==> config.mk <==
export PLATFORM = sky130hd
export DESIGN_NAME = chpna_host_port
export DESIGN_NICKNAME = d
export VERILOG_FILES = /design/src/hdl/chpna_pkg.sv /design/src/hdl/chpna_ram_if.sv /design/src/hdl/chpna_host_port.sv /design/src/hdl/chpna_ram_port.sv
export SDC_FILE = /design/constraint.sdc
export NUM_CORES = 1
export LEC_CHECK = 0
export ABC_AREA = 1
export BUFFER_PORTS_ARGS = -buffer_cell sky130_fd_sc_hd__buf_4
export CORE_MARGIN = 2
export CORE_UTILIZATION = 30
export CTS_CLUSTER_DIAMETER = 40
export DETAILED_ROUTE_END_ITERATION = 8
export PLACE_DENSITY = 0.51
export SYNTH_ARGS = -nofsm -noshare
export SYNTH_HDL_FRONTEND = slang
export SYNTH_SLANG_ARGS = --single-unit
==> constraint.sdc <==
create_clock -name core_clk -period 4.37 [get_ports core_clk]
set_clock_uncertainty 0.05 [all_clocks]
set_input_delay 0.6555 -clock core_clk [delete_from_list [all_inputs] [get_ports core_clk]]
set_output_delay 0.6555 -clock core_clk [all_outputs]
set_load 0.01 [all_outputs]
==> src/hdl/chpna_pkg.sv <==
package chpna_pkg;
   // ***********************************************
   // widths
   // ***********************************************
   localparam int ADDR_W = 11;
   localparam int DATA_W = 16;
   localparam int BYTE_W = 8;
   localparam int NODE_W = 6;
   localparam int CMD_W = 4;
   localparam int CMD_LSB = 0;
   // ***********************************************
   // buffer RAM areas, byte addresses, two bytes per node
   // ***********************************************
   localparam logic [ADDR_W-1:0] CTRL_BASE = 11'h000;
   localparam logic [ADDR_W-1:0] OUT_BASE = 11'h080;
   localparam logic [ADDR_W-1:0] IN_BASE = 11'h100;
   localparam logic [3:0] NODE_PAD = 4'h0;
   localparam logic [NODE_W-1:0] NODE_STEP = 6'h01;
   // ***********************************************
   // reset: surrounding logic holds rstn low at least this long
   // ***********************************************
   localparam int RESET_MIN_CLKS = 10;
   // ***********************************************
   // state encodings
   // ***********************************************
   typedef enum logic [5:0] {
      H_IDLE = 6'h01,
      H_WCAP = 6'h02,
      H_WR0 = 6'h04,
      H_WR1 = 6'h08,
      H_RD0 = 6'h10,
      H_RD1 = 6'h20
   } chpna_host_e;
   typedef enum logic [7:0] {
      S_IDLE = 8'h01,
      S_CTL0 = 8'h02,
      S_CTL1 = 8'h04,
      S_OUT0 = 8'h08,
      S_OUT1 = 8'h10,
      S_SEND = 8'h20,
      S_REP0 = 8'h40,
      S_REP1 = 8'h80
   } chpna_scan_e;
   typedef enum logic [1:0] {
      RP_IDLE = 2'h1,
      RP_ACC = 2'h2
   } chpna_rp_e;
endpackage

==> src/hdl/chpna_ram_if.sv <==
`timescale 1ns/10ps
`default_nettype none
interface chpna_ram_if;
   import chpna_pkg::*;
   logic req;
   logic we;
   logic [ADDR_W-1:0] addr;
   logic [BYTE_W-1:0] wdata;
   logic ready;
   logic done;
   logic [BYTE_W-1:0] rdata;
   modport master (output req, we, addr, wdata, input ready, done, rdata);
   modport slave (input req, we, addr, wdata, output ready, done, rdata);
endinterface
`default_nettype wire

==> src/hdl/chpna_host_port.sv <==
// Contract
// - 16-bit data bus; device drives it only during host reads.
// - write data taken at first rise of write or select while both low.
// - handshake falls when access recognised, rises when access completes.
// - byte-order pin low inverts internal address bit 0.
// - internal-select pin low makes the arbiter enable internally.
// - buffer RAM bytes travel on an 8-bit two-way bus.
// - buffer RAM addressed by an 11-bit address output.
// - input area 100H, output area 080H, plus twice the node number.
`timescale 1ns/10ps
`default_nettype none
module chpna_host_port
   import chpna_pkg::*;
(
   input wire logic core_clk,
   input wire logic rstn,
   input wire logic [ADDR_W-1:0] host_addr_pins,
   input wire logic [DATA_W-1:0] host_data_pins_in,
   output logic [DATA_W-1:0] host_data_pins_out,
   output logic host_data_pins_oe_n,
   input wire logic host_select_n,
   input wire logic host_read_n,
   input wire logic host_write_n,
   output logic access_handshake,
   input wire logic byte_order_invert_n,
   input wire logic arbiter_enable_n,
   input wire logic arbiter_internal_sel_n,
   output logic [ADDR_W-1:0] ram_addr_pins,
   input wire logic [BYTE_W-1:0] ram_data_pins_in,
   output logic [BYTE_W-1:0] ram_data_pins_out,
   output logic ram_data_pins_oe_n,
   output logic ramRd_n,
   output logic ramWr_n,
   input wire logic scanEnable,
   input wire logic replyValid,
   input wire logic [NODE_W-1:0] replyNode,
   input wire logic [DATA_W-1:0] replyData,
   output logic cmdValid,
   output logic [NODE_W-1:0] cmdNode,
   output logic [CMD_W-1:0] cmdCode,
   output logic [DATA_W-1:0] cmdData
);
   chpna_ram_if ram ();
   chpna_host_e hst_r;
   chpna_scan_e scn_r;
   logic [DATA_W-1:0] wd_r;
   logic [BYTE_W-1:0] rdLo_r;
   logic owner_r;
   logic [NODE_W-1:0] node_r;
   logic [DATA_W-1:0] ctlWord_r;
   logic [DATA_W-1:0] outWord_r;
   logic repPend_r;
   logic [NODE_W-1:0] repNode_r;
   logic [DATA_W-1:0] repData_r;
   logic relSeen_r;

   // ***********************************************
   // host strobe decode and byte addressing
   // ***********************************************
   logic rdReq, wrBoth, anyStrobe, swapBit;
   logic hostWant, hostWe, hostHi, hostDone, hostRdDone;
   logic [ADDR_W-1:0] hostAddr;
   logic [BYTE_W-1:0] hostWdata;
   assign rdReq = ~host_select_n & ~host_read_n;
   assign wrBoth = ~host_select_n & ~host_write_n;
   assign anyStrobe = ~host_select_n & (~host_read_n | ~host_write_n);
   assign swapBit = ~byte_order_invert_n;
   assign hostWant = (hst_r == H_WR0) | (hst_r == H_WR1)
                   | (hst_r == H_RD0) | (hst_r == H_RD1);
   assign hostWe = (hst_r == H_WR0) | (hst_r == H_WR1);
   assign hostHi = (hst_r == H_WR1) | (hst_r == H_RD1);
   // address pins are used live; the host holds them through the access
   assign hostAddr = {host_addr_pins[ADDR_W-1:1], swapBit ^ hostHi};
   assign hostWdata = hostHi ? wd_r[DATA_W-1:BYTE_W] : wd_r[BYTE_W-1:0];
   assign hostDone = ram.done & ~owner_r;
   assign hostRdDone = hostDone & (hst_r == H_RD1);

   // ***********************************************
   // scan engine addressing
   // ***********************************************
   logic scanWant, scanWe, scanHi, scanDone, isCtl, isOut;
   logic [ADDR_W-1:0] scanBase, scanAddr;
   logic [NODE_W-1:0] scanNode;
   logic [BYTE_W-1:0] scanWdata;
   assign isCtl = (scn_r == S_CTL0) | (scn_r == S_CTL1);
   assign isOut = (scn_r == S_OUT0) | (scn_r == S_OUT1);
   assign scanWe = (scn_r == S_REP0) | (scn_r == S_REP1);
   assign scanWant = isCtl | isOut | scanWe;
   assign scanHi = (scn_r == S_CTL1) | (scn_r == S_OUT1)
                 | (scn_r == S_REP1);
   assign scanBase = isCtl ? CTRL_BASE : (isOut ? OUT_BASE : IN_BASE);
   assign scanNode = scanWe ? repNode_r : node_r;
   assign scanAddr = scanBase | {NODE_PAD, scanNode, scanHi};
   assign scanWdata = scanHi ? repData_r[DATA_W-1:BYTE_W]
                             : repData_r[BYTE_W-1:0];
   assign scanDone = ram.done & owner_r;

   // ***********************************************
   // arbiter: host first while enabled, else scan first
   // ***********************************************
   logic arbEn, startHost, startScan;
   assign arbEn = arbiter_internal_sel_n ? ~arbiter_enable_n : 1'b1;
   assign startHost = ram.ready & hostWant & (arbEn | ~scanWant);
   assign startScan = ram.ready & scanWant & ~startHost;
   assign ram.req = startHost | startScan;
   assign ram.we = startHost ? hostWe : scanWe;
   assign ram.addr = startHost ? hostAddr : scanAddr;
   assign ram.wdata = startHost ? hostWdata : scanWdata;

   chpna_ram_port u_ram (
      .core_clk(core_clk),
      .rstn(rstn),
      .ram(ram.slave),
      .ram_addr_pins(ram_addr_pins),
      .ram_data_pins_in(ram_data_pins_in),
      .ram_data_pins_out(ram_data_pins_out),
      .ram_data_pins_oe_n(ram_data_pins_oe_n),
      .ramRd_n(ramRd_n),
      .ramWr_n(ramWr_n)
   );

   // ***********************************************
   // host access sequencer
   // ***********************************************
   chpna_host_e hst_nxt;
   always_comb begin
      hst_nxt = hst_r;
      case (hst_r)
         H_IDLE: begin
            // wait for full release so one access is never taken twice
            if (access_handshake && relSeen_r && rdReq) hst_nxt = H_RD0;
            else if (access_handshake && relSeen_r && wrBoth) hst_nxt = H_WCAP;
         end
         H_WCAP: if (!wrBoth) hst_nxt = H_WR0;
         H_WR0: if (hostDone) hst_nxt = H_WR1;
         H_WR1: if (hostDone) hst_nxt = H_IDLE;
         H_RD0: if (hostDone) hst_nxt = H_RD1;
         H_RD1: if (hostDone) hst_nxt = H_IDLE;
         default: hst_nxt = H_IDLE;
      endcase
   end

   always_ff @(posedge core_clk) begin
      if (!rstn) begin
         hst_r <= H_IDLE;
         wd_r <= '0;
         rdLo_r <= '0;
         access_handshake <= 1'b1;
         host_data_pins_out <= '0;
         host_data_pins_oe_n <= 1'b1;
         owner_r <= 1'b0;
         relSeen_r <= 1'b1;
      end else begin
         hst_r <= hst_nxt;
         relSeen_r <= (hst_r == H_IDLE) & (relSeen_r | ~anyStrobe);
         if (startHost | startScan) owner_r <= startScan;
         if (hst_r == H_WCAP && wrBoth) wd_r <= host_data_pins_in;
         if (hostDone && hst_r == H_RD0) rdLo_r <= ram.rdata;
         if (hst_r == H_IDLE && hst_nxt != H_IDLE) begin
            access_handshake <= 1'b0;
         end else if ((hostDone && hst_r == H_WR1) || hostRdDone) begin
            access_handshake <= 1'b1;
         end
         if (hostRdDone) begin
            host_data_pins_out <= {ram.rdata, rdLo_r};
            host_data_pins_oe_n <= 1'b0;
         end else if (!rdReq) begin
            host_data_pins_oe_n <= 1'b1;
         end
      end
   end

   // ***********************************************
   // node scan: control word, output word, send, reply
   // ***********************************************
   chpna_scan_e scn_nxt;
   always_comb begin
      scn_nxt = scn_r;
      case (scn_r)
         S_IDLE: if (scanEnable) scn_nxt = S_CTL0;
         S_CTL0: if (scanDone) scn_nxt = S_CTL1;
         S_CTL1: if (scanDone) scn_nxt = S_OUT0;
         S_OUT0: if (scanDone) scn_nxt = S_OUT1;
         S_OUT1: if (scanDone) scn_nxt = S_SEND;
         S_SEND: begin
            if (repPend_r) scn_nxt = S_REP0;
            else if (scanEnable) scn_nxt = S_CTL0;
            else scn_nxt = S_IDLE;
         end
         S_REP0: if (scanDone) scn_nxt = S_REP1;
         S_REP1: if (scanDone) scn_nxt = scanEnable ? S_CTL0 : S_IDLE;
         default: scn_nxt = S_IDLE;
      endcase
   end

   logic repClr, repTake;
   assign repClr = scanDone & (scn_r == S_REP1);
   // a reply is not restaged while its bytes are being written
   assign repTake = replyValid & ~scanWe;

   always_ff @(posedge core_clk) begin
      if (!rstn) begin
         scn_r <= S_IDLE;
         node_r <= '0;
         ctlWord_r <= '0;
         outWord_r <= '0;
         repPend_r <= 1'b0;
         repNode_r <= '0;
         repData_r <= '0;
         cmdValid <= 1'b0;
         cmdNode <= '0;
         cmdCode <= '0;
         cmdData <= '0;
      end else begin
         scn_r <= scn_nxt;
         if (scanDone && scn_r == S_CTL0) ctlWord_r[BYTE_W-1:0] <= ram.rdata;
         if (scanDone && scn_r == S_CTL1) begin
            ctlWord_r[DATA_W-1:BYTE_W] <= ram.rdata;
         end
         if (scanDone && scn_r == S_OUT0) outWord_r[BYTE_W-1:0] <= ram.rdata;
         if (scanDone && scn_r == S_OUT1) begin
            outWord_r[DATA_W-1:BYTE_W] <= ram.rdata;
         end
         if (repTake) begin
            repPend_r <= 1'b1;
            repNode_r <= replyNode;
            repData_r <= replyData;
         end else if (repClr) begin
            repPend_r <= 1'b0;
         end
         cmdValid <= (scn_r == S_SEND);
         if (scn_r == S_SEND) begin
            cmdNode <= node_r;
            cmdCode <= ctlWord_r[CMD_LSB +: CMD_W];
            cmdData <= outWord_r;
            node_r <= node_r + NODE_STEP;
         end
      end
   end

   // ***********************************************
   // checks
   // ***********************************************
   a_ack_falls_start: assert property (
      @(posedge core_clk) disable iff (!rstn)
      (hst_r == H_IDLE && access_handshake && relSeen_r && anyStrobe)
      |=> !access_handshake)
      else $error("handshake did not fall on recognised access");
   a_ack_rises_done: assert property (
      @(posedge core_clk) disable iff (!rstn)
      (hostDone && (hst_r == H_WR1 || hst_r == H_RD1))
      |=> access_handshake && hst_r == H_IDLE)
      else $error("handshake did not rise at completion");
   a_wr_data_capture: assert property (
      @(posedge core_clk) disable iff (!rstn)
      (hst_r == H_WCAP && wrBoth) ##1 !wrBoth
      |-> wd_r == $past(host_data_pins_in, 1))
      else $error("write data not the last value before the rise");
   a_drive_read_only: assert property (
      @(posedge core_clk) disable iff (!rstn)
      $fell(host_data_pins_oe_n) |-> $past(hostRdDone) && $past(rdReq))
      else $error("host data driven outside a read");
   a_swap_low_byte: assert property (
      @(posedge core_clk) disable iff (!rstn)
      (startHost && (hst_r == H_WR0 || hst_r == H_RD0))
      |-> ram.addr[0] == ~byte_order_invert_n)
      else $error("low byte address bit 0 ignores byte order");
   a_arb_internal: assert property (
      @(posedge core_clk) disable iff (!rstn)
      (!arbiter_internal_sel_n && ram.ready && hostWant) |-> startHost)
      else $error("internal arbiter enable did not grant host");
   a_cmd_from_ctrl: assert property (
      @(posedge core_clk) disable iff (!rstn)
      cmdValid |-> cmdCode == $past(ctlWord_r[CMD_LSB +: CMD_W])
                   && cmdData == $past(outWord_r))
      else $error("command packet does not carry control word");
   a_in_area_addr: assert property (
      @(posedge core_clk) disable iff (!rstn)
      (startScan && scn_r == S_REP0)
      |-> ram.addr == (IN_BASE | {NODE_PAD, repNode_r, 1'b0})
      ##[1:3] scanDone)
      else $error("reply written outside its input area slot");
endmodule
`default_nettype wire

==> src/hdl/chpna_ram_port.sv <==
`timescale 1ns/10ps
`default_nettype none
module chpna_ram_port
   import chpna_pkg::*;
(
   input wire logic core_clk,
   input wire logic rstn,
   chpna_ram_if.slave ram,
   output logic [ADDR_W-1:0] ram_addr_pins,
   input wire logic [BYTE_W-1:0] ram_data_pins_in,
   output logic [BYTE_W-1:0] ram_data_pins_out,
   output logic ram_data_pins_oe_n,
   output logic ramRd_n,
   output logic ramWr_n
);
   chpna_rp_e state_r;
   logic done_r;
   logic [BYTE_W-1:0] rdata_r;
   logic start;
   logic inAcc;

   // ***********************************************
   // one byte per access: strobe cycle, then release
   // ***********************************************
   // ready held low in the done cycle so a requester never restarts
   assign start = (state_r == RP_IDLE) & ~done_r & ram.req;
   assign inAcc = (state_r == RP_ACC);
   assign ram.ready = (state_r == RP_IDLE) & ~done_r;
   assign ram.done = done_r;
   assign ram.rdata = rdata_r;

   always_ff @(posedge core_clk) begin
      if (!rstn) begin
         state_r <= RP_IDLE;
         done_r <= 1'b0;
         rdata_r <= '0;
         ram_addr_pins <= '0;
         ram_data_pins_out <= '0;
         ram_data_pins_oe_n <= 1'b1;
         ramRd_n <= 1'b1;
         ramWr_n <= 1'b1;
      end else begin
         done_r <= inAcc;
         if (start) begin
            state_r <= RP_ACC;
            ram_addr_pins <= ram.addr;
            ram_data_pins_out <= ram.wdata;
            ram_data_pins_oe_n <= ~ram.we;
            ramRd_n <= ram.we;
            ramWr_n <= ~ram.we;
         end else if (inAcc) begin
            state_r <= RP_IDLE;
            rdata_r <= ram_data_pins_in;
            ram_data_pins_oe_n <= 1'b1;
            ramRd_n <= 1'b1;
            ramWr_n <= 1'b1;
         end
      end
   end

   a_wr_strobe_single: assert property (
      @(posedge core_clk) disable iff (!rstn)
      !ramWr_n |-> !ram_data_pins_oe_n ##1 ramWr_n)
      else $error("ram write strobe not a single driven cycle");
   a_addr_stable_acc: assert property (
      @(posedge core_clk) disable iff (!rstn)
      inAcc |-> (ramRd_n ^ ramWr_n) ##1 $stable(ram_addr_pins))
      else $error("ram address moved during access");
endmodule
`default_nettype wire

# Yosys cells after proc, flatten, opt, wreduce, memory -nomap -nowiden
# Index checks and enable logic that the tools add are counted.
# totals
elab_cells	152
ff_bits	166
input_bits	67
# op_classes
eq_ne	25
addsub	1
n_bitwise	45
mux	37
n_reduce_logical	17
# ops
operator	count
8-bit two-way mux	10
8-bit one-hot mux with 8 select lines	1
6-bit two-way mux	7
6-bit one-hot mux with 5 select lines	1
9-bit two-way mux	2
1-bit AND	15
1-bit bitwise OR	15
2-bit inequality test, second input constant	7
1-bit inverter	13
1-bit two-way mux	11
11-bit two-way mux	1
1-bit logical AND	10
9-bit by 7-bit bitwise OR with 9-bit output	1
8-bit by 1-bit == test with 1-bit output, second input constant	1
8-bit by 2-bit == test with 1-bit output, second input constant	1
8-bit by 3-bit == test with 1-bit output, second input constant	1
8-bit by 4-bit == test with 1-bit output, second input constant	1
8-bit by 5-bit == test with 1-bit output, second input constant	1
8-bit by 6-bit == test with 1-bit output, second input constant	1
8-bit by 7-bit == test with 1-bit output, second input constant	1
8-bit == test, second input constant	1
7-bit two-way mux	1
7-bit AND reduction	1
6-bit by 1-bit adder with 6-bit output, second input constant	1
other kinds (16)	20

# Depth between registers and ports, before layout
# Gate-level depths: netlist (run 1).
# logic_depth
word_depth	13
depth_mapped	13
mapped_depth_nobuf	12

# Hierarchy
# A second synthesis (run 1) with hierarchy kept.
# unflattened
cells_unflattened	1023
area_unflattened_um2	7216.9
# modules_own_cells
mod	seq_area_each_um2	area_each_um2	instances	cells_each
chpna_host_port	2682.6	5863.1	1	835
chpna_ram_port	640.6	1353.8	1	188

# Least setup slack after synthesis (run 1)
# No wires, ideal clock.
# synth_path
path_type	input-to-reg
start	in host_write_n
end	reg wd_r[10]
setup_time_ps	116
arrival_time_ps	1688
stages	6
path_slack_ps	2516
n_path_buf	1
required_time_ps	4204
cell_sequence	or2_2 -> nor2_1 -> inv_2 -> clkbuf_1 -> nor2_1 -> nor2_1
# synth_via
elab_chain_len	3
# synth_lines
item	line_no	rtl
start: declaration	chpna_host_port.sv:23	input wire logic host_write_n,
1-bit inverter	chpna_host_port.sv:65	assign wrBoth = ~host_select_n & ~host_write_n;
1-bit AND	chpna_host_port.sv:65	
1-bit logical AND	chpna_host_port.sv:157	if (hst_r == H_WCAP && wrBoth) wd_r <= host_data_pins_in;
end signal: assignment	chpna_host_port.sv:157	
end: declaration	chpna_host_port.sv:46	logic [DATA_W-1:0] wd_r;
# Every way passes these cells.
# A chain may end at the register's enable or synchronous reset.

# Final worst setup path (run 1)
# layout_path
start	reg scn_r[3]
end	reg repData_r[7]
# layout_via
elab_chain_len	4
# layout_lines
item	line_no	rtl
start: declaration	chpna_host_port.sv:45	chpna_scan_e scn_r;
start signal: assignment	chpna_host_port.sv:215	scn_r <= scn_nxt;
8-bit by 7-bit == test with 1-bit output or 8-bit == test (tied branches)	chpna_host_port.sv:87	assign scanWe = (scn_r == S_REP0) | (scn_r == S_REP1);
1-bit bitwise OR (*)	chpna_host_port.sv:87	
1-bit inverter (*)	chpna_host_port.sv:199	assign repTake = replyValid & ~scanWe;
1-bit AND (*)	chpna_host_port.sv:199	
end signal: assignment	chpna_host_port.sv:227	repData_r <= replyData;
end: declaration	chpna_host_port.sv:54	logic [DATA_W-1:0] repData_r;
# Mark *: on every way between the ends. The rest lies on a longest branch, timed or not.

==> metrics.csv, run 1 <==
metric;value;unit
tns;0;ps
critPathCaptureType;register;
fin_nets;1127;
hold_depth;3;
synth_cells;946;
r2r_cells;7;
p_leak;4.03;nW
syn2layout_area_growth;25.8;%
hold_buffers;0;
wl_per_cell;13.8;µm
antennaDiodeCount;0;
synth-edff-count;0;
pre_cts_ws;1690;ps
setup_slack;2010;ps
maxCapViolCount;0;
async_reset_ff_share;0;%
io_buffers;132;
status;completed;
relSlewSlack;37.4;%
rsz0062_at_grt;no;
cts_setup_buffers;0;
finalSetupViolations;0;
fmax;423;MHz
synth_area_per_cell;7.22;µm²
route.detailed.drc;0;
power.total;0.00417;W
ys.flop_type;dfxtp_1;
clk-insertion-delay-late;430;ps
required;4590;ps
die_area;24000;µm²
antenna_found_initial;0;
grt.total_usage;15.8;%
start_util;30.4;%
final_util;38.2;%
hold_viol;0;
core_area;22500;µm²
cts.htree.levels;4;
maxSlewViolCount;0;
drt_pass1_iterations;4;
min_path_type;primary input to register;
cts_resized;0;
power-per-cell-area;485;nW/µm²
syn_nets;1014;
synth_top_area_cell;dfxtp_1;
period_needed;2360;ps
ant_nets;0;
dp_hpwl;12900;µm
synth_top_area_share;48.6;%
ios;134;
cp-start-kind;register;
drt-total-wl;18800;µm
overflow;0;
ctsRootBufferMaster;clkbuf_16;
arrival;2590;ps
cts_buffers;17;
ys_top_cells_by_area;dfxtp_1 49%, nor2_1 11%, o21ai_0 9.5%, nand2_1 7.0%, nand3_1 5.1%;
synth_warnings;0;
path_clk_slew;70;ps
holdWs;392;ps
via_per_inst;4.56;
irDropWorstVdd;0.234;mV
grt_max_degree;81;
synthesis.area;6830;µm²
path_class;register to register;
drt_iter0_markers;364;
path_max_fanout;31;
grt_pass1_vias;5635;
finalCritPeriodShare;54.1;%
tritoncts;yes;
gp_congestion;0.768;
ys_ff_latch;166;
seq_area_frac_synth;48.6;%
grt_pass1_wl;30100;µm
cts.path.max_buffers;2;
die_height;155;µm
yosysUniqueCellTypes;33;
cts_sinks;166;
rows;55;
drive_above_1_share;19.2;%
die_w;155;µm
max_slew.worst_pin.slew;937;ps
vias;6194;
-- cells in the mapped netlist (4+ instances only) --
| cell type | instances |
|---|---|
| buf_2 | 10 |
| dfxtp_1 | 166 |
| inv_1 | 84 |
| clkinv_1 | 4 |
| o21ai_1 | 13 |
| o21ai_0 | 130 |
| nand3_1 | 69 |
| inv_2 | 5 |
| nand2_4 | 6 |
| nand2_1 | 127 |
| nor2_1 | 209 |
| clkbuf_1 | 24 |
| nor3_1 | 5 |
| nor2_2 | 14 |
| a21oi_1 | 44 |
-- metal layers --
layer	global-route usage, %	up-vias	wire length (µm)
met2	24.1	127	8150
met5	0	-	0
li1	-	3262	-
met3	3.45	12	874
met1	22.5	2793	9600
met4	4.41	0	155
-- metrics by stage --
step,instance area [µm²],instances
after floorplan,6830,946
after global placement,8010,1325
after detailed placement,8010,1325
after CTS,8590,1357
after global routing,8590,1357
final,8590,1357
-- critical path: stages, from the launching register on --
cell and delay, ps:
dfxtp_1 380, nor2_2 80, nand2_4 110, nor2_4 60
nor2_4 360, nand2_1 670, o21ai_0 430, a21oi_1 60
-- kinds of logic after synthesis --
| family | Yosys count | synth area share (%) |
|---|---|---|
| AO/OA/AOI/OAI | 197 | 14.8 |
| adder cells (fa/ha/maj) | 1 | 0.183 |
| flip-flops | 166 | 48.6 |
| AND/OR/NAND/NOR | 446 | 28.2 |
| buffers and inverters | 136 | 8.19 |
-- cell type report --
| class | count | area [µm²] |
|---|---|---|
| clock inverter | 13 | 135 |
| clock buffer | 19 | 453 |
| multi-input combinational | 644 | 2950 |
| inverter | 94 | 355 |
| fill | 2421 | 13900 |
| sequential | 166 | 3320 |
| tap | 285 | 357 |
| timing repair buffer | 136 | 1020 |
-- registers in the layout, indices dropped and copies added, names as in the netlist, 6 cells and up --
| register | cells |
|---|---|
| repData_r | 16 |
| cmdData | 16 |
| wd_r | 16 |
| rdLo_r | 8 |
| hst_r | 6 |
| scn_r | 8 |
| u_ram.ram_addr_pins | 11 |
| cmdNode | 6 |
| repNode_r | 6 |
| host_data_pins_out | 16 |
| u_ram.ram_data_pins_out | 8 |
| node_r | 6 |
| outWord_r | 16 |
| u_ram.ram.rdata | 8 |
-- cell usage in the layout (no fill, tap or decap), types with 14 or more instances in the layout --
cell type,synthesis,layout
inv_1,84,84
dfxtp_1,166,166
clkbuf_16,0,17
nand3_1,69,69
buf_4,3,136
nor2_2,14,14
o21ai_0,130,130
nor2_1,209,209
a21oi_1,44,44
nand2_1,127,127
-- path summary, 6_finish.rpt --
| path | startpoint | to | slack [ps] |
|---|---|---|---|
| setup / recovery | scn_r[3] | repData_r[7] | 2010 |
| hold / removal | host_data_pins_in[6] | wd_r[6] | 390 |
| setup reg to reg | scn_r[3] | repData_r[7] | 2010 |
| hold reg to reg | repData_r[1] | repData_r[1] | 400 |
-- power by group --
group / internal (W) / total, W / switching [W] / leakage, nW
clock network: 0.000835 / 0.00151 / 0.000679 / 0.289
registers: 0.00167 / 0.00177 / 0.000105 / 1.35
logic: 0.000355 / 0.000884 / 0.000529 / 2.40
total: 0.00286 / 0.00417 / 0.00131 / 4.03
Note: power is estimated with default switching activity, not from simulation.
==> run 2, diff against run 1 <==
- ABC_AREA: 1 -> 0
- PLACE_DENSITY: 0.51 -> 0.52
- clock period: 4.37 -> 1.9 ns (I/O delays scaled with it)
==> run 2 against run 1 <==
Against the previous run: the run now ends with negative setup slack left; combinational power increased by 130%; non-clock buffer count rose by 94; clock power grew 120%; worst hold slack worse by 350 ps; power up 120%; register-to-register slack got worse by 2300 ps; final cell count decreased by 2.0%; critical path depth is the same; wire length up 11%.
==> metrics.csv, run 2 <==
metric;value;unit;change
grtUsageMet2;25.5;%;+1.4 points
cpMaxStageDelayCell;or4_4;;
p_int;0.00640;W;+120%
synth_top_area_share;46.0;%;-2.6 points
ant_nets;0;;unchanged
async_reset_ff_share;0;%;unchanged
die_w;159;µm;+2.8%
drt-total-wl;20800;µm;+11%
busiest_layer;met2;;
yosys.area_share.adder;0.173;%;-0.010 points
switching_share;30.2;%;-1.3 points
seq_area_frac_synth;46.0;%;-2.6 points
fmax;466;MHz;+10%
path_max_fanout;11;;-65%
fillers;2359;;-2.6%
die_height;159;µm;+2.8%
min_path_type;primary input to register;;
synth_most_common_cell;nand2_1;;
syn_nets;875;;-14%
clk-insertion-delay-late;440;ps;about the same
arrival;2410;ps;-180 ps
cts_sinks;166;;unchanged
slowest_delay;560;ps;-110 ps
synth_warnings;0;;unchanged
r2r_slack;-250;ps;-2250 ps
synth_top_family_by_area;simple AND/OR/NAND/NOR gates;;
relSlewSlack;71.3;%;+34 points
power-per-cell-area;896;nW/µm²;+85%
irDropWorstVdd;0.539;mV;+130%
pwr-share-comb;21.9;%;+0.7 points
maxCapViolCount;0;;unchanged
path_class;register to register;;
synthesis.area;7230;µm²;+5.7%
vias;6219;;+0.40%
max_slew.worst_pin.slew;426;ps;-511 ps
holdWs;40.7;ps;-351 ps
grt.total_usage;16.3;%;+0.46 points
finalSetupViolations;54;;+54
yosysUniqueCellTypes;57;;+73%
period_needed;2150;ps;-216 ps
setup_slack;-247;ps;-2250 ps
antenna_found_initial;1;;+1
crit_buf_inv;1;;+1
grt_pass1_wl;32700;µm;+8.9%
crit_chain;or4_4 -> nor4_4 -> nor3_4 -> o22ai_1 -> buf_4 -> mux2i_1 -> nor2b_1;;
rsz0062_at_grt;yes;;
dp.cells;1277;;-3.6%
synth_cells;807;;-15%
status;complete, but fails checks;;
synthMuxAreaShare;9.96;%;+10 points
grt_max_degree;72;;-11%
fin_nets;1065;;-5.5%
wl_per_cell;15.7;µm;+13%
final_util;43.4;%;+5.2 points
path_clk_slew;80;ps;about the same
rows;56;;+1.8%
maxSlewViolCount;0;;unchanged
p_leak;4.31;nW;+6.9%
start_util;30.7;%;+0.33 points
dp_hpwl;14600;µm;+13%
ios;134;;unchanged
finalCritPeriodShare;113;%;+59 points
ctsRootBufferMaster;clkbuf_16;;
synth-simple-area-share;22.6;%;-5.6 points
sequentialPowerShare;41.1;%;-1.4 points
synth_compound_area_share;15.3;%;+0.49 points
synth_commonest_cells;168 x nand2_1, 166 x dfxtp_1, 80 x a21boi_0, 61 x mux2i_1, 52 x nor2b_1;;
cts.htree.levels;4;;unchanged
stdcell_count;1330;;-2.0%
critical-path-top-delay-family;simple AND/OR/NAND/NOR gates;;
ys.flop_type;dfxtp_1;;
grt_pass1_vias;5979;;+6.1%
violations;negative setup slack;;
multi_input_area;3900;µm²;+32%
synth-edff-count;0;;unchanged
grtUsageMet3;3.44;%;-0.016 points
tritoncts;yes;;
route.detailed.drc;0;;unchanged
use_met1;22.3;%;-0.16 points
gp_congestion;0.882;;+15%
critPathCaptureType;register;;
overflow;0;;unchanged
synth_top_area_cell;dfxtp_1;;
ys_ff_latch;166;;unchanged
die_area;25300;µm²;+5.6%
final_cell_mix;195 x buf_4, 164 x nand2_1, 163 x dfxtp_1, 60 x mux2i_1, 52 x nor2b_1;;
ys_top_cells_by_area;dfxtp_1 46%, nand2_1 8.7%, mux2i_1 8.5%, a21boi_0 8.3%, nor2b_1 4.5%;;
drt_iter0_markers;433;;+19%
synth_area_per_cell;8.95;µm²;+24%
seq_area;3330;µm²;+0.11%
tns;-6440;ps;-6440 ps
final_common_cell;buf_4;;
cp-start-kind;register;;
required;2170;ps;-2420 ps
synth_xor_area_share;1.82;%;+1.8 points
core_area;23500;µm²;+4.6%
pwr-share-clk;37.0;%;+0.7 points
cts_buffers;17;;unchanged
syn2layout_area_growth;41.4;%;
io_buffers;132;;unchanged
via_per_inst;4.68;;+2.4%
drive_above_1_share;33.7;%;+14 points
hold_viol;0;;unchanged
drt_pass1_iterations;6;;+2
cts.path.max_buffers;2;;unchanged
power_switching;0.00276;W;+110%
## run 2: cell count changes after synthesis, sizes merged, moves of 13 or more
cell / previous run / this run
nor3: 6 / 19
nand2: 136 / 168
mux2i: 0 / 61
clkbuf: 24 / 38
o21ai: 143 / 29
nand3: 71 / 30
nor2b: 0 / 52
inv: 90 / 6
nor2: 226 / 29
a21oi: 44 / 5
a21boi: 0 / 80
## run 2: final timing paths
| check | from | cells past startpoint | endpoint |
|---|---|---|---|
| setup / recovery | scn_r[0] | 7 | scn_r[4] |
| hold / removal | host_data_pins_in[1] | 3 | wd_r[1] |
| setup reg to reg | scn_r[0] | 7 | scn_r[4] |
| hold reg to reg | cmdCode[1] | 2 | cmdCode[1] |
## run 2: layout make-up
| class | instances | area share [%] |
|---|---|---|
| flip-flops and latches | 166 | 32.6 |
| clock inverters | 14 | 1.32 |
| multi-input cells | 576 | 38.2 |
| diodes | 1 | 0.0245 |
| well taps | 319 | 3.91 |
| clock buffers | 18 | 4.20 |
| inverters | 6 | 0.220 |
| repair buffers | 230 | 19.6 |
## run 2: kinds of logic after synthesis
group	count (synthesis)
multiplexers	69
buffers and inverters	65
XOR/XNOR	15
AND/OR/NAND/NOR	340
flip-flops	166
AO/OA/AOI/OAI	151
adder cells (fa/ha/maj)	1
## run 2: what timing repair did
action	in CTS	in global routing
pin swaps	25	32
cloned	2	2
setup buffers	9	8
hold buffers	0	0
setup endpoints to repair	68	100
gates resized for setup	70	46
## run 2: power by group through the flow
stage	clock network, W	registers (W)	logic (W)
2_1_floorplan	0	0.00381	0.000970
3_3_place_gp	0	0.00383	0.00170
3_5_place_dp	0	0.00383	0.00171
6_report	0.00339	0.00376	0.00201
5_1_grt	0.00361	0.00378	0.00215
4_1_cts	0.00346	0.00376	0.00187
## run 2: stage by stage
step                      total power, W  area [µm²]  worst slack (ps)
after CTS                        0.00909        9950              -248
after floorplan                  0.00478        7290              -340
after detailed placement         0.00554        9090              -306
after global routing             0.00955       10200              -328
final                            0.00916       10200              -247
after global placement           0.00554        9090              -271
## run 2: worst reg2reg max path: cells and delay by family (launching register included)
kind | cells | cell delay (ps)
buffers and inverters | 1 | 230
AOI/OAI and AO/OA | 1 | 190
muxes | 1 | 220
and+or+nand+nor | 4 | 1030
DFF | 1 | 330
## run 2: per-layer routing
metal | vias to the layer above | share of wire (%)
met5 | - | 0
met1 | 2917 | 48
met4 | 0 | 1.3
li1 | 3137 | -
met3 | 24 | 4.5
met2 | 141 | 46
==> run 3, diff against run 2 <==
- SETUP_SLACK_MARGIN: default -> 0.4
==> run 3 against run 2 <==
Against the previous run: the run still ends with negative setup slack left; via count grew 3.0%; critical path depth is the same; register-to-register slack lost 50 ps; final cell count grew 2.6%; worst hold slack gained 8.6 ps; global-route usage grew 1.0 points; cell area grew 8.2%; die area is the same; core utilization grew 3.5 points; sequential cell count is the same; maximum frequency shrank 2.5%; critical endpoint unchanged; highest routed layer unchanged.
==> metrics.csv, run 3 (synthesis results as in run 2) <==
metric;value;unit;change
status;complete, but fails checks;;
violations;negative setup slack;;
cts_buffers;17;;unchanged
cts.path.max_buffers;2;;unchanged
min_path_type;primary input to register;;
tns;-11030;ps;-4580 ps
core_area;23500;µm²;unchanged
die_area;25300;µm²;unchanged
syn2layout_area_growth;53.0;%;
wl_per_cell;16.2;µm;+3.6%
pwr-share-clk;37.0;%;about the same
power-per-cell-area;854;nW/µm²;-4.7%
period_needed;2200;ps;+54.2 ps
switching_share;29.3;%;-0.91 points
pre_cts_ws;-293;ps;+12.9 ps
irDropWorstVdd;0.660;mV;+22%
slowest_delay;560;ps;about the same
cpMaxStageDelayCell;or4_4;;
ant_nets;0;;unchanged
power_switching;0.00276;W;about the same
grt_pass1_wl;34900;µm;+6.5%
drt_pass1_iterations;4;;-2
sequentialPowerShare;39.9;%;-1.2 points
holdWs;49.4;ps;+8.65 ps
drt-total-wl;22100;µm;+6.3%
whs_endpoint;repData_r[11];;
final_cell_mix;203 x buf_4, 153 x dfxtp_1, 145 x nand2_1, 58 x a21boi_1, 58 x mux2i_1;;
tritoncts;yes;;
rows;56;;unchanged
max_slew.worst_pin.slew;434;ps;+7.77 ps
overflow;0;;unchanged
finalSetupViolations;69;;+28%
gp_congestion;0.838;;-5.0%
path_clk_slew;70;ps;about the same
ios;134;;unchanged
cts_sinks;166;;unchanged
required;2150;ps;-20 ps
reg2reg_to;scn_r[4];;
maxCapViolCount;0;;unchanged
grt.total_usage;17.3;%;+1.0 points
die_height;159;µm;unchanged
fmax;454;MHz;-2.5%
drive_above_1_share;40.7;%;+7.1 points
dp_hpwl;14700;µm;+0.51%
finalCritPeriodShare;116;%;+2.9 points
hold_buffers;0;;unchanged
path_max_fanout;7;;-4
drt_iter0_markers;279;;-36%
final_common_cell;buf_4;;
antennaDiodeCount;0;;-1
via_per_inst;4.69;;+0.33%
r2r_slack;-300;ps;-50 ps
fin_nets;1101;;+3.4%
io_buffers;132;;unchanged
cts.htree.levels;4;;unchanged
die_w;159;µm;unchanged
hold_depth;3;;unchanged
dp.cells;1283;;+0.47%
route.detailed.drc;0;;unchanged
power.total;0.00944;W;+3.1%
stdcell_count;1365;;+2.6%
cp-start-kind;register;;
hp-start;replyData[11];;
maxSlewViolCount;0;;unchanged
antenna_found_initial;0;;-1
pwr-share-comb;23.1;%;+1.2 points
ctsRootBufferMaster;clkbuf_16;;
p_int;0.00668;W;+4.4%
grt_max_degree;59;;-18%
vias;6404;;+3.0%
clk-insertion-delay-late;420;ps;-20 ps
p_leak;4.79;nW;+11%
path_class;register to register;;
crit_chain;or4_4 -> nor4_4 -> nor3_4 -> o22ai_1 -> buf_4 -> mux2i_1 -> nor2b_1;;
r2r_start;scn_r[0];;
r2r_cells;7;;unchanged
hold_viol;0;;unchanged
setup_slack;-302;ps;-54.2 ps
relSlewSlack;71.1;%;-0.22 points
start_util;30.7;%;unchanged
critPathCaptureType;register;;
grt_pass1_vias;6359;;+6.4%
arrival;2450;ps;+40 ps
rsz0062_at_grt;yes;;
## run 3: changes by cell type in the layout (fill, tap and decap cells not counted), sizes merged
cell      change
diode         -1
clkinv        -2
bufbuf        +2
buf          +35
bufinv        +1
clkinvlp      -3
inv           +4
clkbuf        -1
## run 3: final cells by class
class | count | area [µm²]
Clock buffer | 18 | 439
Sequential cell | 166 | 3350
Fill cell | 2280 | 12500
Inverter | 6 | 22.5
Multi-Input combinational cell | 576 | 4170
Clock inverter | 14 | 150
Timing Repair Buffer | 266 | 2520
Tap cell | 319 | 399
## run 3: per-stage QoR
stage	cell area [µm²]	utilization, %
2_1_floorplan	7390	-
6_report	11100	46.9
3_5_place_dp	9180	39.0
3_3_place_gp	9180	39.0
5_1_grt	11100	46.9
4_1_cts	10700	45.4
## run 3: power groups by stage
stage                     logic (W)  clock network [W]  registers, W
final                       0.00218            0.00349       0.00377
after global routing        0.00235            0.00374       0.00379
after CTS                   0.00204            0.00358       0.00376
after detailed placement    0.00170                  0       0.00383
after global placement      0.00171                  0       0.00383
after floorplan             0.00100                  0       0.00382
## run 3: worst max-delay path by stage
stage | depth (start not counted) | from | to | slack (ps)
2_1_floorplan | 8 | scn_r[0] | u_ram.ram_data_pins_out[1] | -340
3_3_place_gp | 6 | scn_r[5] | u_ram.ram_data_pins_out[6] | -260
3_5_place_dp | 7 | scn_r[7] | u_ram.ram_addr_pins[2] | -290
4_1_cts | 6 | scn_r[0] | u_ram.ram_data_pins_out[5] | -240
5_1_grt | 7 | scn_r[0] | scn_r[4] | -360
6_report | 7 | scn_r[0] | scn_r[4] | -300
## run 3: repair_timing
item / 4_1_cts / 5_1_grt
resized for setup: 173 / 80
endpoints found under the setup margin: 152 / 155
buffers inserted: 30 / 8
pin swaps: 46 / 53
cloned: 11 / 1
## run 3: worst max-delay path, delay by kind of cell, from the launching register on
family	cells	cell delay (ps)
flip-flops	1	320
AO/OA/AOI/OAI	1	230
AND/OR/NAND/NOR	4	1070
multiplexers	1	270
buffers and inverters	1	150
## run 3: metal layers
| layer | part of all wire, % | wire, µm | track usage, % | vias to the layer above |
|---|---|---|---|---|
| met3 | 4.1 | 904 | 3.62 | 22 |
| met4 | 2.1 | 460 | 5.74 | 0 |
| met2 | 47 | 10400 | 27.9 | 135 |
| met1 | 47 | 10400 | 22.9 | 3021 |
| li1 | - | - | - | 3226 |
| met5 | 0 | 0 | 0 | - |
